==> src/rtl/l2_cfg_consts.svh <==
`ifndef L2_CFG_CONSTS_SVH
`define L2_CFG_CONSTS_SVH

// Byte offsets of the configuration table (upper main memory).
`define OFS_READ_ENABLE 8'hc2
`define OFS_PASSWORD_B3 8'hc3
`define OFS_PASSWORD_B2 8'hc4
`define OFS_PASSWORD_B1 8'hc5
`define OFS_PASSWORD_B0 8'hc6
`define OFS_TSEL_DEFAULT 8'hc7
`define OFS_SHUTDOWN_CFG 8'hda
`define OFS_TX_HIGH_LIMIT 8'hdb
`define OFS_TX_LOW_LIMIT 8'hdc
`define OFS_RX_ABSENT_LIMIT 8'hdd
// Table-select byte in lower main memory.
`define OFS_TABLE_SELECT 8'h7f

// Reset values.
`define RST_READ_ENABLE 8'h00
`define RST_PASSWORD 32'h0000_0000
`define RST_TSEL_DEFAULT 8'h01
`define RST_SHUTDOWN_CFG 8'h00
`define RST_TX_HIGH_LIMIT 8'hff
`define RST_TX_LOW_LIMIT 8'h00
`define RST_RX_ABSENT_LIMIT 8'h00

// Shutdown configuration field positions; bits 3:1 are unused and read zero.
`define SD_POLARITY_BIT 7
`define SD_TX_HIGH_EN_BIT 6
`define SD_BIAS_HIGH_EN_BIT 5
`define SD_TX_LOW_EN_BIT 4
`define SD_MASK_LOC_BIT 0
`define SD_WRITABLE_MASK 8'hf1

// Read-enable bit positions, one per protected block.
`define RE_T5_D0_D6 7
`define RE_T5_F8_FF 6
`define RE_CFG_80_C7 5
`define RE_T1_F8_FF 4
`define RE_T1_80_F7 3
`define RE_LOW_00_7A 2
`define RE_AUX_80_FF 1
`define RE_AUX_00_7F 0

// Table numbers.
`define TBL_00 8'h00
`define TBL_01 8'h01
`define TBL_02 8'h02
`define TBL_03 8'h03
`define TBL_04 8'h04
`define TBL_05 8'h05

// Block bounds.
`define ADR_T5_LO 8'hd0
`define ADR_T5_HI 8'hd6
`define ADR_F8 8'hf8
`define ADR_F7 8'hf7
`define ADR_80 8'h80
`define ADR_C7 8'hc7
`define ADR_7A 8'h7a
`define ADR_7F 8'h7f

`endif

==> src/rtl/l2_cfg_pkg.sv <==
package l2_cfg_pkg;

  typedef logic [7:0] cfg_byte_t;
  typedef logic [7:0] block_hits_t;

  typedef struct packed {
    logic polarity;
    logic tx_high_en;
    logic bias_high_en;
    logic tx_low_en;
    logic [2:0] unused;
    logic mask_loc;
  } shutdown_cfg_t;

endpackage : l2_cfg_pkg

==> src/rtl/prot_if.sv <==
`timescale 1ns/1ns
interface prot_if;
  import l2_cfg_pkg::*;
  logic aux;
  logic upper;
  logic alt_map;
  cfg_byte_t table_id;
  cfg_byte_t addr;
  block_hits_t hit;

  modport requester (output aux, output upper, output alt_map, output table_id,
                     output addr, input hit);
  modport decoder (input aux, input upper, input alt_map, input table_id,
                   input addr, output hit);
endinterface : prot_if

==> src/rtl/prot_block_decode.sv <==
`timescale 1ns/1ns
`include "l2_cfg_consts.svh"
// Maps one memory address onto the protected block it belongs to.
module prot_block_decode
  import l2_cfg_pkg::*;
(
  // Address to classify
  prot_if.decoder p
);
  cfg_byte_t cfg_table;
  cfg_byte_t user_table;
  logic main_up;

  always_comb begin
    cfg_table = p.alt_map ? `TBL_01 : `TBL_04;
    user_table = p.alt_map ? `TBL_00 : `TBL_01;
    main_up = !p.aux && p.upper;
    p.hit = '0;
    p.hit[`RE_T5_D0_D6] = main_up && p.table_id == `TBL_05 &&
                          p.addr >= `ADR_T5_LO && p.addr <= `ADR_T5_HI;
    p.hit[`RE_T5_F8_FF] = main_up && p.table_id == `TBL_05 && p.addr >= `ADR_F8;
    p.hit[`RE_CFG_80_C7] = main_up && (p.table_id == cfg_table ||
                           p.table_id == `TBL_02 || p.table_id == `TBL_03) &&
                           p.addr >= `ADR_80 && p.addr <= `ADR_C7;
    p.hit[`RE_T1_F8_FF] = main_up && p.table_id == user_table && p.addr >= `ADR_F8;
    p.hit[`RE_T1_80_F7] = main_up && p.table_id == user_table &&
                          p.addr >= `ADR_80 && p.addr <= `ADR_F7;
    p.hit[`RE_LOW_00_7A] = !p.aux && !p.upper && p.addr <= `ADR_7A;
    p.hit[`RE_AUX_80_FF] = p.aux && p.addr >= `ADR_80;
    p.hit[`RE_AUX_00_7F] = p.aux && p.addr <= `ADR_7F;
  end
endmodule : prot_block_decode

==> src/rtl/level2_protect_shutdown_config.sv <==
`timescale 1ns/1ns
`include "l2_cfg_consts.svh"
module level2_protect_shutdown_config
  import l2_cfg_pkg::*;
(
  // Clock and reset
  input wire logic clk,
  input wire logic reset,
  // Memory map selection
  input wire logic alt_map,
  // Host byte access to main memory
  input wire logic reg_wr,
  input wire logic reg_rd,
  input wire logic reg_upper,
  input wire logic [7:0] reg_addr,
  input wire logic [7:0] reg_wdata,
  output logic [7:0] reg_rdata,
  output logic reg_rd_refused,
  // Password presented by the host
  input wire logic [31:0] entered_password,
  // Protection query from the rest of the memory
  input wire logic chk_aux,
  input wire logic chk_upper,
  input wire logic [7:0] chk_table,
  input wire logic [7:0] chk_addr,
  output logic chk_refused,
  // Measurements and alarms
  input wire logic [15:0] tx_power_meas,
  input wire logic [15:0] rssi_meas,
  input wire logic bias_high_alarm,
  output logic tx_power_high_alarm,
  output logic tx_power_low_alarm,
  output logic rx_signal_absent,
  // Shutdown and configuration outputs
  output logic laser_shutdown_output,
  output logic shutdown_active,
  output logic mask_in_user_table,
  output logic [7:0] table_select
);
  cfg_byte_t read_enable_q;
  logic [31:0] password_q;
  cfg_byte_t tsel_default_q;
  shutdown_cfg_t shutdown_cfg_q;
  cfg_byte_t tx_high_limit_q;
  cfg_byte_t tx_low_limit_q;
  cfg_byte_t rx_absent_limit_q;
  cfg_byte_t table_select_q;
  logic load_pending_q;
  logic shutdown_d;
  logic cfg_sel;
  logic pw_ok;
  logic own_refused;
  cfg_byte_t rdata_d;

  prot_if own_if ();
  prot_if ext_if ();

  // Classify host reads of this block and external queries.
  assign own_if.aux = 1'b0;
  assign own_if.upper = reg_upper;
  assign own_if.alt_map = alt_map;
  assign own_if.table_id = table_select_q;
  assign own_if.addr = reg_addr;
  assign ext_if.aux = chk_aux;
  assign ext_if.upper = chk_upper;
  assign ext_if.alt_map = alt_map;
  assign ext_if.table_id = chk_table;
  assign ext_if.addr = chk_addr;

  prot_block_decode own_dec (
    .p(own_if.decoder)
  );
  prot_block_decode ext_dec (
    .p(ext_if.decoder)
  );

  assign cfg_sel = reg_upper && table_select_q == (alt_map ? `TBL_01 : `TBL_04);
  assign pw_ok = entered_password == password_q;
  assign own_refused = |(own_if.hit & read_enable_q) && !pw_ok;

  always_ff @(posedge clk) begin
    if (reset) begin
      read_enable_q <= `RST_READ_ENABLE;
    end else if (reg_wr && cfg_sel && reg_addr == `OFS_READ_ENABLE) begin
      read_enable_q <= reg_wdata;
    end
  end

  always_ff @(posedge clk) begin
    if (reset) begin
      password_q <= `RST_PASSWORD;
    end else if (reg_wr && cfg_sel) begin
      case (reg_addr)
        `OFS_PASSWORD_B3: begin
          password_q[31:24] <= reg_wdata;
        end
        `OFS_PASSWORD_B2: begin
          password_q[23:16] <= reg_wdata;
        end
        `OFS_PASSWORD_B1: begin
          password_q[15:8] <= reg_wdata;
        end
        `OFS_PASSWORD_B0: begin
          password_q[7:0] <= reg_wdata;
        end
        default: begin
          password_q <= password_q;
        end
      endcase
    end
  end

  // Configuration and threshold bytes; unused shutdown bits stay zero.
  always_ff @(posedge clk) begin
    if (reset) begin
      tsel_default_q <= `RST_TSEL_DEFAULT;
      shutdown_cfg_q <= `RST_SHUTDOWN_CFG;
      tx_high_limit_q <= `RST_TX_HIGH_LIMIT;
      tx_low_limit_q <= `RST_TX_LOW_LIMIT;
      rx_absent_limit_q <= `RST_RX_ABSENT_LIMIT;
    end else if (reg_wr && cfg_sel) begin
      case (reg_addr)
        `OFS_TSEL_DEFAULT: begin
          tsel_default_q <= reg_wdata;
        end
        `OFS_SHUTDOWN_CFG: begin
          shutdown_cfg_q <= reg_wdata & `SD_WRITABLE_MASK;
        end
        `OFS_TX_HIGH_LIMIT: begin
          tx_high_limit_q <= reg_wdata;
        end
        `OFS_TX_LOW_LIMIT: begin
          tx_low_limit_q <= reg_wdata;
        end
        `OFS_RX_ABSENT_LIMIT: begin
          rx_absent_limit_q <= reg_wdata;
        end
        default: begin
          tsel_default_q <= tsel_default_q;
        end
      endcase
    end
  end

  always_ff @(posedge clk) begin
    if (reset) begin
      load_pending_q <= 1'b1;
      table_select_q <= `RST_TSEL_DEFAULT;
    end else begin
      load_pending_q <= 1'b0;
      if (load_pending_q) begin
        table_select_q <= tsel_default_q;
      end else if (reg_wr && !reg_upper && reg_addr == `OFS_TABLE_SELECT) begin
        table_select_q <= reg_wdata;
      end
    end
  end

  always_comb begin
    rdata_d = 8'h00;
    if (!reg_upper && reg_addr == `OFS_TABLE_SELECT) begin
      rdata_d = table_select_q;
    end else if (cfg_sel) begin
      case (reg_addr)
        `OFS_READ_ENABLE: rdata_d = read_enable_q;
        `OFS_PASSWORD_B3: rdata_d = password_q[31:24];
        `OFS_PASSWORD_B2: rdata_d = password_q[23:16];
        `OFS_PASSWORD_B1: rdata_d = password_q[15:8];
        `OFS_PASSWORD_B0: rdata_d = password_q[7:0];
        `OFS_TSEL_DEFAULT: rdata_d = tsel_default_q;
        `OFS_SHUTDOWN_CFG: rdata_d = shutdown_cfg_q;
        `OFS_TX_HIGH_LIMIT: rdata_d = tx_high_limit_q;
        `OFS_TX_LOW_LIMIT: rdata_d = tx_low_limit_q;
        `OFS_RX_ABSENT_LIMIT: rdata_d = rx_absent_limit_q;
        default: rdata_d = 8'h00;
      endcase
    end
  end

  always_ff @(posedge clk) begin
    if (reset) begin
      reg_rdata <= 8'h00;
      reg_rd_refused <= 1'b0;
    end else if (reg_rd) begin
      reg_rdata <= own_refused ? 8'h00 : rdata_d;
      reg_rd_refused <= own_refused;
    end else begin
      reg_rd_refused <= 1'b0;
    end
  end

  always_ff @(posedge clk) begin
    if (reset) begin
      chk_refused <= 1'b0;
    end else begin
      chk_refused <= |(ext_if.hit & read_enable_q) && !pw_ok;
    end
  end

  always_ff @(posedge clk) begin
    if (reset) begin
      tx_power_high_alarm <= 1'b0;
      tx_power_low_alarm <= 1'b0;
      rx_signal_absent <= 1'b0;
    end else begin
      tx_power_high_alarm <= tx_power_meas[15:8] > tx_high_limit_q;
      tx_power_low_alarm <= tx_power_meas[15:8] < tx_low_limit_q;
      rx_signal_absent <= rssi_meas[15:8] < rx_absent_limit_q;
    end
  end

  assign shutdown_d = (shutdown_cfg_q.tx_high_en && tx_power_high_alarm) ||
                      (shutdown_cfg_q.bias_high_en && bias_high_alarm) ||
                      (shutdown_cfg_q.tx_low_en && tx_power_low_alarm);

  always_ff @(posedge clk) begin
    if (reset) begin
      shutdown_active <= 1'b0;
      laser_shutdown_output <= 1'b1;
    end else begin
      shutdown_active <= shutdown_d;
      laser_shutdown_output <= shutdown_cfg_q.polarity ? shutdown_d : !shutdown_d;
    end
  end

  assign mask_in_user_table = shutdown_cfg_q.mask_loc;
  assign table_select = table_select_q;

  property p_rden_reset;
    @(posedge clk) reset |=> read_enable_q == 8'h00 && password_q == 32'h0;
  endproperty
  a_rden_reset: assert property (p_rden_reset) else $error("protect bytes not cleared");

  property p_t5_block;
    @(posedge clk) disable iff (reset)
      (!chk_aux && chk_upper && chk_table == 8'h05 && chk_addr >= 8'hd0 &&
       chk_addr <= 8'hd6 && read_enable_q[7] && !pw_ok) |=> chk_refused;
  endproperty
  a_t5_block: assert property (p_t5_block) else $error("table 05h block not guarded");

  property p_aux_low;
    @(posedge clk) disable iff (reset)
      (chk_aux && chk_addr[7] == 1'b0 && read_enable_q == 8'h01 && !pw_ok) |=> chk_refused;
  endproperty
  a_aux_low: assert property (p_aux_low) else $error("auxiliary low half not guarded");

  property p_pw_open;
    @(posedge clk) disable iff (reset) pw_ok |=> !chk_refused;
  endproperty
  a_pw_open: assert property (p_pw_open) else $error("refused despite password");

  property p_pw_byte;
    @(posedge clk) disable iff (reset)
      (reg_wr && cfg_sel && reg_addr == 8'hc3) |=> password_q[31:24] == $past(reg_wdata);
  endproperty
  a_pw_byte: assert property (p_pw_byte) else $error("password high byte not stored");

  property p_tsel_load;
    @(posedge clk) $fell(reset) |=> table_select_q == $past(tsel_default_q);
  endproperty
  a_tsel_load: assert property (p_tsel_load) else $error("table select not loaded");

  property p_polarity;
    @(posedge clk) disable iff (reset)
      !$past(reset) |-> laser_shutdown_output ==
        ($past(shutdown_cfg_q.polarity) ? shutdown_active : !shutdown_active);
  endproperty
  a_polarity: assert property (p_polarity) else $error("shutdown level wrong");

  property p_tx_high_trip;
    @(posedge clk) disable iff (reset)
      (tx_power_high_alarm && shutdown_cfg_q[6]) |=> shutdown_active;
  endproperty
  a_tx_high_trip: assert property (p_tx_high_trip) else $error("high power trip lost");

  property p_bias_trip;
    @(posedge clk) disable iff (reset)
      (bias_high_alarm && shutdown_cfg_q[5]) |=> shutdown_active;
  endproperty
  a_bias_trip: assert property (p_bias_trip) else $error("bias trip lost");

  property p_tx_low_trip;
    @(posedge clk) disable iff (reset)
      (tx_power_low_alarm && shutdown_cfg_q[4]) |=> shutdown_active;
  endproperty
  a_tx_low_trip: assert property (p_tx_low_trip) else $error("low power trip lost");

  property p_mask_loc;
    @(posedge clk) disable iff (reset)
      (reg_wr && cfg_sel && reg_addr == 8'hda) |=> mask_in_user_table == $past(reg_wdata[0]);
  endproperty
  a_mask_loc: assert property (p_mask_loc) else $error("mask location not stored");

  property p_high_cmp;
    @(posedge clk) disable iff (reset)
      (tx_power_meas[15:8] > tx_high_limit_q) |=> tx_power_high_alarm;
  endproperty
  a_high_cmp: assert property (p_high_cmp) else $error("high power compare wrong");

  property p_low_cmp;
    @(posedge clk) disable iff (reset)
      (tx_power_meas[15:8] < tx_low_limit_q) |=> tx_power_low_alarm;
  endproperty
  a_low_cmp: assert property (p_low_cmp) else $error("low power compare wrong");

  property p_absent_cmp;
    @(posedge clk) disable iff (reset)
      (rssi_meas[15:8] >= rx_absent_limit_q) |=> !rx_signal_absent;
  endproperty
  a_absent_cmp: assert property (p_absent_cmp) else $error("signal absent compare wrong");
endmodule : level2_protect_shutdown_config

==> config.mk <==
export PLATFORM = sky130hd
export DESIGN_NAME = level2_protect_shutdown_config
export DESIGN_NICKNAME = d
export VERILOG_FILES = /design/src/rtl/l2_cfg_pkg.sv /design/src/rtl/prot_if.sv /design/src/rtl/prot_block_decode.sv /design/src/rtl/level2_protect_shutdown_config.sv
export VERILOG_INCLUDE_DIRS = /design/src /design/src/rtl
export SDC_FILE = /design/constraint.sdc
export NUM_CORES = 1
export LEC_CHECK = 0
export ABC_AREA = 1
export BUFFER_PORTS_ARGS = -buffer_cell sky130_fd_sc_hd__buf_2
export CAP_MARGIN = 20
export CORE_AREA = 5 5 118 120
export DETAILED_ROUTE_END_ITERATION = 8
export DIE_AREA = 0 0 123 125
export PLACE_DENSITY = 0.73
export SLEW_MARGIN = 30
export SYNTH_ARGS = -nofsm -noshare
export SYNTH_HDL_FRONTEND = slang
export SYNTH_HIERARCHICAL = 1
export SYNTH_SLANG_ARGS = --single-unit
==> constraint.sdc <==
create_clock -name clk -period 4.85 [get_ports clk]
set_input_delay 0.97 -clock clk [delete_from_list [all_inputs] [get_ports clk]]
set_output_delay 0.97 -clock clk [all_outputs]
set_load 0.01 [all_outputs]
After elaboration in Yosys (flattened, before gate mapping). Cells that the tools add are included.

Divide/modulo/power cells: 0. Reduce and logical (&&, ||, !) cells: 63. Mux-type cells: 10. $lt $le $gt $ge: 18. $add $sub $neg: 0. Equality and inequality tests: 22. Bitwise logic cells: 3. Shift operators: 0. Multipliers: 0.

Operators with widths (number): $eq A8 B8 Y1 const B (10); $pmux W8 S10 (1); $ge A8 B8 Y1 const B (6); $le A8 B8 Y1 const B (6); $mux W8 (5); $logic_and A1 B1 Y1 (39); $eq A32 B32 Y1 (1); $eq A8 B2 Y1 const B (4); $le A8 B7 Y1 const B (3); $reduce_and A2 Y1 (9); $and A8 B8 Y8 (2); $eq A8 B3 Y1 (2); $eq A8 B3 Y1 const B (2); $eq A8 B8 Y1 (2); $lt A8 B8 Y1 (2); $reduce_or A8 Y1 (2); $eq A8 B7 Y1 const B (1); $gt A8 B8 Y1 (1); $logic_or A1 B1 Y1 (6); $logic_not A1 Y1 (5); $mux W1 (3); $mux W3 (1); $reduce_bool A2 Y1 (1); $reduce_or A2 Y1 (1); $not A1 Y1 (1).

Logic and storage cells: 140. Register bits after elaboration: 101. RAM bits: 0. Output and inout bits: 24. Latch bits: 0. Memories kept: 0. Bits in read-only memories: 0.

Longest topological paths before layout.
Depth in word-level cells: 11. Depth in mapped cells: 13. Depth with buffers taken out: 13.

By module. Netlist, hierarchy kept.

Modules (own cells, without submodules): level2_protect_shutdown_config (cells an instance 830, sequential area each 2021.9 µm², area an instance 5650.4 µm², times used 1); prot_block_decode (cells an instance 60, sequential area each 0.0 µm², area an instance 266.5 µm², times used 2).

Worst setup path after synthesis. OpenSTA, ideal clock, no wires.

Kind: input port to flip-flop. From: input reg_addr[5]. To: register reg_rdata[0]. Arrival time: 2.240 ns. Cell stages on the path: 13. Setup slack: 2.539 ns. Cell sequence: inv_1 nand2_4 nand3_1 nand2_1 nand2_1 nor2_2 nand2_1 nand2_1 a221oi_1 nand2_1 a21oi_1 nand2_1 a21oi_1.

Cells in the longest elaborated chain, start to end: 7. Elaborated cells between the ends (all ways): 35. Those cells by class: 7 x order compare; 11 x eq/ne; 4 x mux; 1 x bitwise; 12 x reduce/logical.

RTL lines: start, declared (RTL line level2_protect_shutdown_config.sv:15) `input wire logic [7:0] reg_addr,`; $ge A8 B8 Y1 (no source line); $logic_and A1 B1 Y1 (no source line); $logic_and A1 B1 Y1 (no source line) *; named net own_if.hit[7] (RTL line prot_if.sv:9) `block_hits_t hit;`; $and A8 B8 Y8 * (RTL line level2_protect_shutdown_config.sv:79) `assign own_refused = |(own_if.hit & read_enable_q) && !pw_ok;`; $reduce_or A8 Y1 * (RTL line level2_protect_shutdown_config.sv:79); $logic_and A1 B1 Y1 * (RTL line level2_protect_shutdown_config.sv:79); $mux W8 * (RTL line level2_protect_shutdown_config.sv:185) `reg_rdata <= own_refused ? 8'h00 : rdata_d;`; end signal, assigned (RTL line level2_protect_shutdown_config.sv:185); end, declared (RTL line level2_protect_shutdown_config.sv:17) `output logic [7:0] reg_rdata,`.

Mark *: on every way through the listed nets, which the timed path passes. The rest lies on a longest branch. A chain may end at the register's enable or synchronous reset.

Worst setup path in the final report.
From: input reg_addr[7]. To: register reg_rdata[5].

Cells in the longest elaborated chain, start to end: 7. Elaborated cells between the ends (all ways): 35. Those cells by class: 7 x order compare; 11 x eq/ne; 4 x mux; 1 x bitwise; 12 x reduce/logical.

RTL lines (RTL line): $ge A8 B8 Y1 (no source line); $logic_and A1 B1 Y1 (no source line) (2 in series); $and A8 B8 Y8 (level2_protect_shutdown_config.sv:79); $reduce_or A8 Y1 (level2_protect_shutdown_config.sv:79); $logic_and A1 B1 Y1 (level2_protect_shutdown_config.sv:79); $mux W8 * (level2_protect_shutdown_config.sv:185).

Every way passes the cells marked *; elsewhere a longest branch is shown, timed or not.

==> metrics <==
Peak Freq 335 MHz; Chip Width 123 µm; TritonCTS Buffers 9; Worst slew margin 55.9%; Worst setup EP type flop; RSZ-0062 raised after global routing no; Flop pwr share 46.1%; Max Buffers Root-to-Sink 2; Initial Util 48.0%; Synth Area in XOR/XNOR 2.41%; clock sink count 101; sw frac 25.0%; Final #Nets 1,178; DR WL/cell 14.6 µm; area grow syn2layout 15.9%; setup TNS 0 ns; busiest grt layer met2; critical path type in -> reg; Worst path slowest cell nor2_2; P per Cell Area 255 nW/µm²; core area 12,900 µm²; net switching power 0.000457 W; fin crit period 2.99 ns; WL final 18,000 µm; Yosys cell types 39; largest net degree at the start of global routing 49; Vias/cell 5.24; FP Rows 42; post-synthesis compound-gate area fraction 19.5%; synthesized area 6180 µm²; pre-CTS WS 1.58 ns; Overall Global Routing Usage 22.8%; cts hold-fix bufs 0; Setup Buffers After CTS 0; DRC 0; GP Congestion 0.923; maximum vdd drop 0.163 mV; GRT overflow 0; max cap viols 0; first-pass GRT wire length 28,100 µm; Least-Margin Pin Slew 0.652 ns; Int Pwr 0.00137 W; placed insts 1,216; hold slack 0.461 ns; Adder-Cell Fraction of Synth Area 4.45%; multiplexer area fraction after synthesis 0%; CTS resizes 0; Routed Antenna Nets 0; met3 usage 2.98%; I/O pins 129; Static Leakage 3.37 nW; worst-path maximum fanout 24; Die Y 125 µm; commonest non-fill, non-tap cells in the layout nand2_1, inv_1, buf_2; CTS tree done; fraction of the mapped netlist area in simple logic gates 30.8%; crit-path max cell delay 0.48 ns; Worst setup SP type input port; Hold Vio Cnt, Final 0; register area share after synthesis 32.7%; die area 15,400 µm²; CP Data Arrival Time 3.27 ns; Req. time, crit path 5.13 ns; DPL Wire Length 13,700 µm; Final setup viols 0; CP most frequent cell nand2_1; Final WS setup 1.86 ns; initial drt markers 541; synthesized area per cell 6.51 µm²; first-pass iteration count of the detailed router 5; combinational family with the most area after synthesis simple AND/OR/NAND/NOR gates; Buffers on Ports 112; layout cell share with drive strength beyond 1 15.8%; GR Layer Usage met2 35.8%; Yosys reg bits 101; power share of the combinational group 10.9%; Final period util 61.5%; worst hold-check path type reg -> reg; initial antenna violation count 0; Layout Skew 0.00809 ns; most common cell after layout, fill and taps aside nand2_1; vias in the first global route 5,598; M1 GR Usage 32.4%; fin cells 1,232; Final Slew Violations 0; Power Total 0.00183 W; fillers 1,256; htree depth 3; status completed; clock power share 43.0%; Mapped Cells 950; DR vias 6,454; Clk Latency, worst-skew pair 0.35 ns; Synth Warn # 6; crit-path cells buf_2 -> nand2_1 -> nor2_2 -> buf_4 -> nand2_1 -> o21ai_0 -> nor2_1 -> nand3_1 -> nand2_1 -> nand2_1 -> nand2_1 -> a21oi_1; ANT cells 0; Reg clk slew, reported paths 0.07 ns; Root Buffer clkbuf_16
final cells by class:
type | count | area (µm²) | area share (%)
clock buffer | 10 | 239 | 3.33
clock inverter | 6 | 86.3 | 1.20
inverter | 124 | 467 | 6.51
multi-input combinational | 699 | 3540 | 49.4
sequential | 101 | 2020 | 28.2
tap | 176 | 220 | 3.07
timing repair buffer | 116 | 591 | 8.24
kinds of logic (layout without fill, tap and decap cells):
group,after synthesis,after routing
buffers and inverters,151,256
flip-flops,101,101
adder cells (fa/ha/maj),22,22
AND/OR/NAND/NOR,434,434
AO/OA/AOI/OAI,224,224
XOR/XNOR,17,17
other,1,2
power groups by stage:
stage	combinational (W)	sequential, W	clock, W
2_1_floorplan	0.000110	0.000862	0
3_3_place_gp	0.000195	0.000863	0
3_5_place_dp	0.000198	0.000863	0
4_1_cts	0.000199	0.000844	0.000786
5_1_grt	0.000224	0.000844	0.000824
6_report	0.000200	0.000844	0.000786
worst max-delay path: cells and delay by family:
family | cells | cell delay (ns)
AOI/OAI and AO/OA | 2 | 0.49
buffers and inverters | 2 | 0.53
and+or+nand+nor | 8 | 1.27
flip-flops by register name, summed over array words and instances (netlist names), 4 cells and up:
| signal | count |
|---|---|
| password_q | 32 |
| read_enable_q | 8 |
| reg_rdata | 8 |
| rx_absent_limit_q | 8 |
| table_select | 8 |
| tsel_default_q | 8 |
| tx_high_limit_q | 8 |
| tx_low_limit_q | 8 |
| shutdown_cfg_q | 4 |
final timing paths:
path	from	end	slack, ns	cells after the start
setup reg to reg	table_select[2]$_SDFFE_PP0P_	reg_rdata[7]$_SDFFE_PP0P_	2.71	10
hold reg to reg	reg_rdata[5]$_SDFFE_PP0P_	reg_rdata[5]$_SDFFE_PP0P_	0.46	2
setup / recovery	reg_addr[7]	reg_rdata[5]$_SDFFE_PP0P_	1.86	12
hold / removal	reg_rdata[5]$_SDFFE_PP0P_	reg_rdata[5]$_SDFFE_PP0P_	0.46	2
synthesized netlist by cell type:
| master | count | area, µm² |
|---|---|---|
| o211ai_1 | 12 | 90.1 |
| nor3b_1 | 1 | 7.51 |
| ha_1 | 22 | 275 |
| nor2_1 | 80 | 300 |
| xnor2_1 | 17 | 149 |
| nand3_4 | 1 | 17.5 |
| nand2_1 | 233 | 875 |
| and2_1 | 2 | 12.5 |
| inv_1 | 113 | 424 |
| nor4b_1 | 1 | 8.76 |
| clkbuf_1 | 9 | 33.8 |
| nor2_4 | 7 | 78.8 |
| inv_2 | 5 | 18.8 |
| clkinv_1 | 6 | 22.5 |
| a22o_1 | 2 | 17.5 |
| nor4_1 | 1 | 6.26 |
| conb_1 | 1 | 3.75 |
| a21boi_0 | 2 | 15.0 |
| buf_1 | 2 | 7.51 |
| nand2_2 | 3 | 18.8 |
| o41ai_1 | 1 | 8.76 |
| nand4_1 | 4 | 25.0 |
| a211oi_2 | 1 | 12.5 |
| nand3b_1 | 3 | 22.5 |
| buf_4 | 7 | 52.6 |
| nor2_2 | 7 | 43.8 |
| or2_2 | 2 | 12.5 |
| dfxtp_1 | 101 | 2020 |
| nand3_1 | 77 | 385 |
| nor3_2 | 2 | 20.0 |
| a21oi_1 | 94 | 470 |
| nor3_1 | 7 | 35.0 |
| buf_2 | 6 | 30.0 |
| nand2_4 | 3 | 33.8 |
| a221oi_1 | 4 | 35.0 |
| a31oi_1 | 8 | 50.1 |
| a21oi_2 | 2 | 17.5 |
| o21ai_0 | 98 | 490 |
| buf_6 | 3 | 33.8 |
routing by layer:
layer | share of wire, % | wire (µm)
met4 | 2.1 | 376
met2 | 44 | 7940
met5 | 0 | 0
met3 | 6.5 | 1180
met1 | 47 | 8480
stage by stage:
| stage | instance area (µm²) | utilization, % |
|---|---|---|
| floorplan | 6190 | - |
| global placement | 6840 | 53.1 |
| detailed placement | 6840 | 53.2 |
| CTS | 7170 | 55.7 |
| global route | 7170 | 55.7 |
| finish | 7170 | 55.7 |
(Power assumes the default switching activity.)
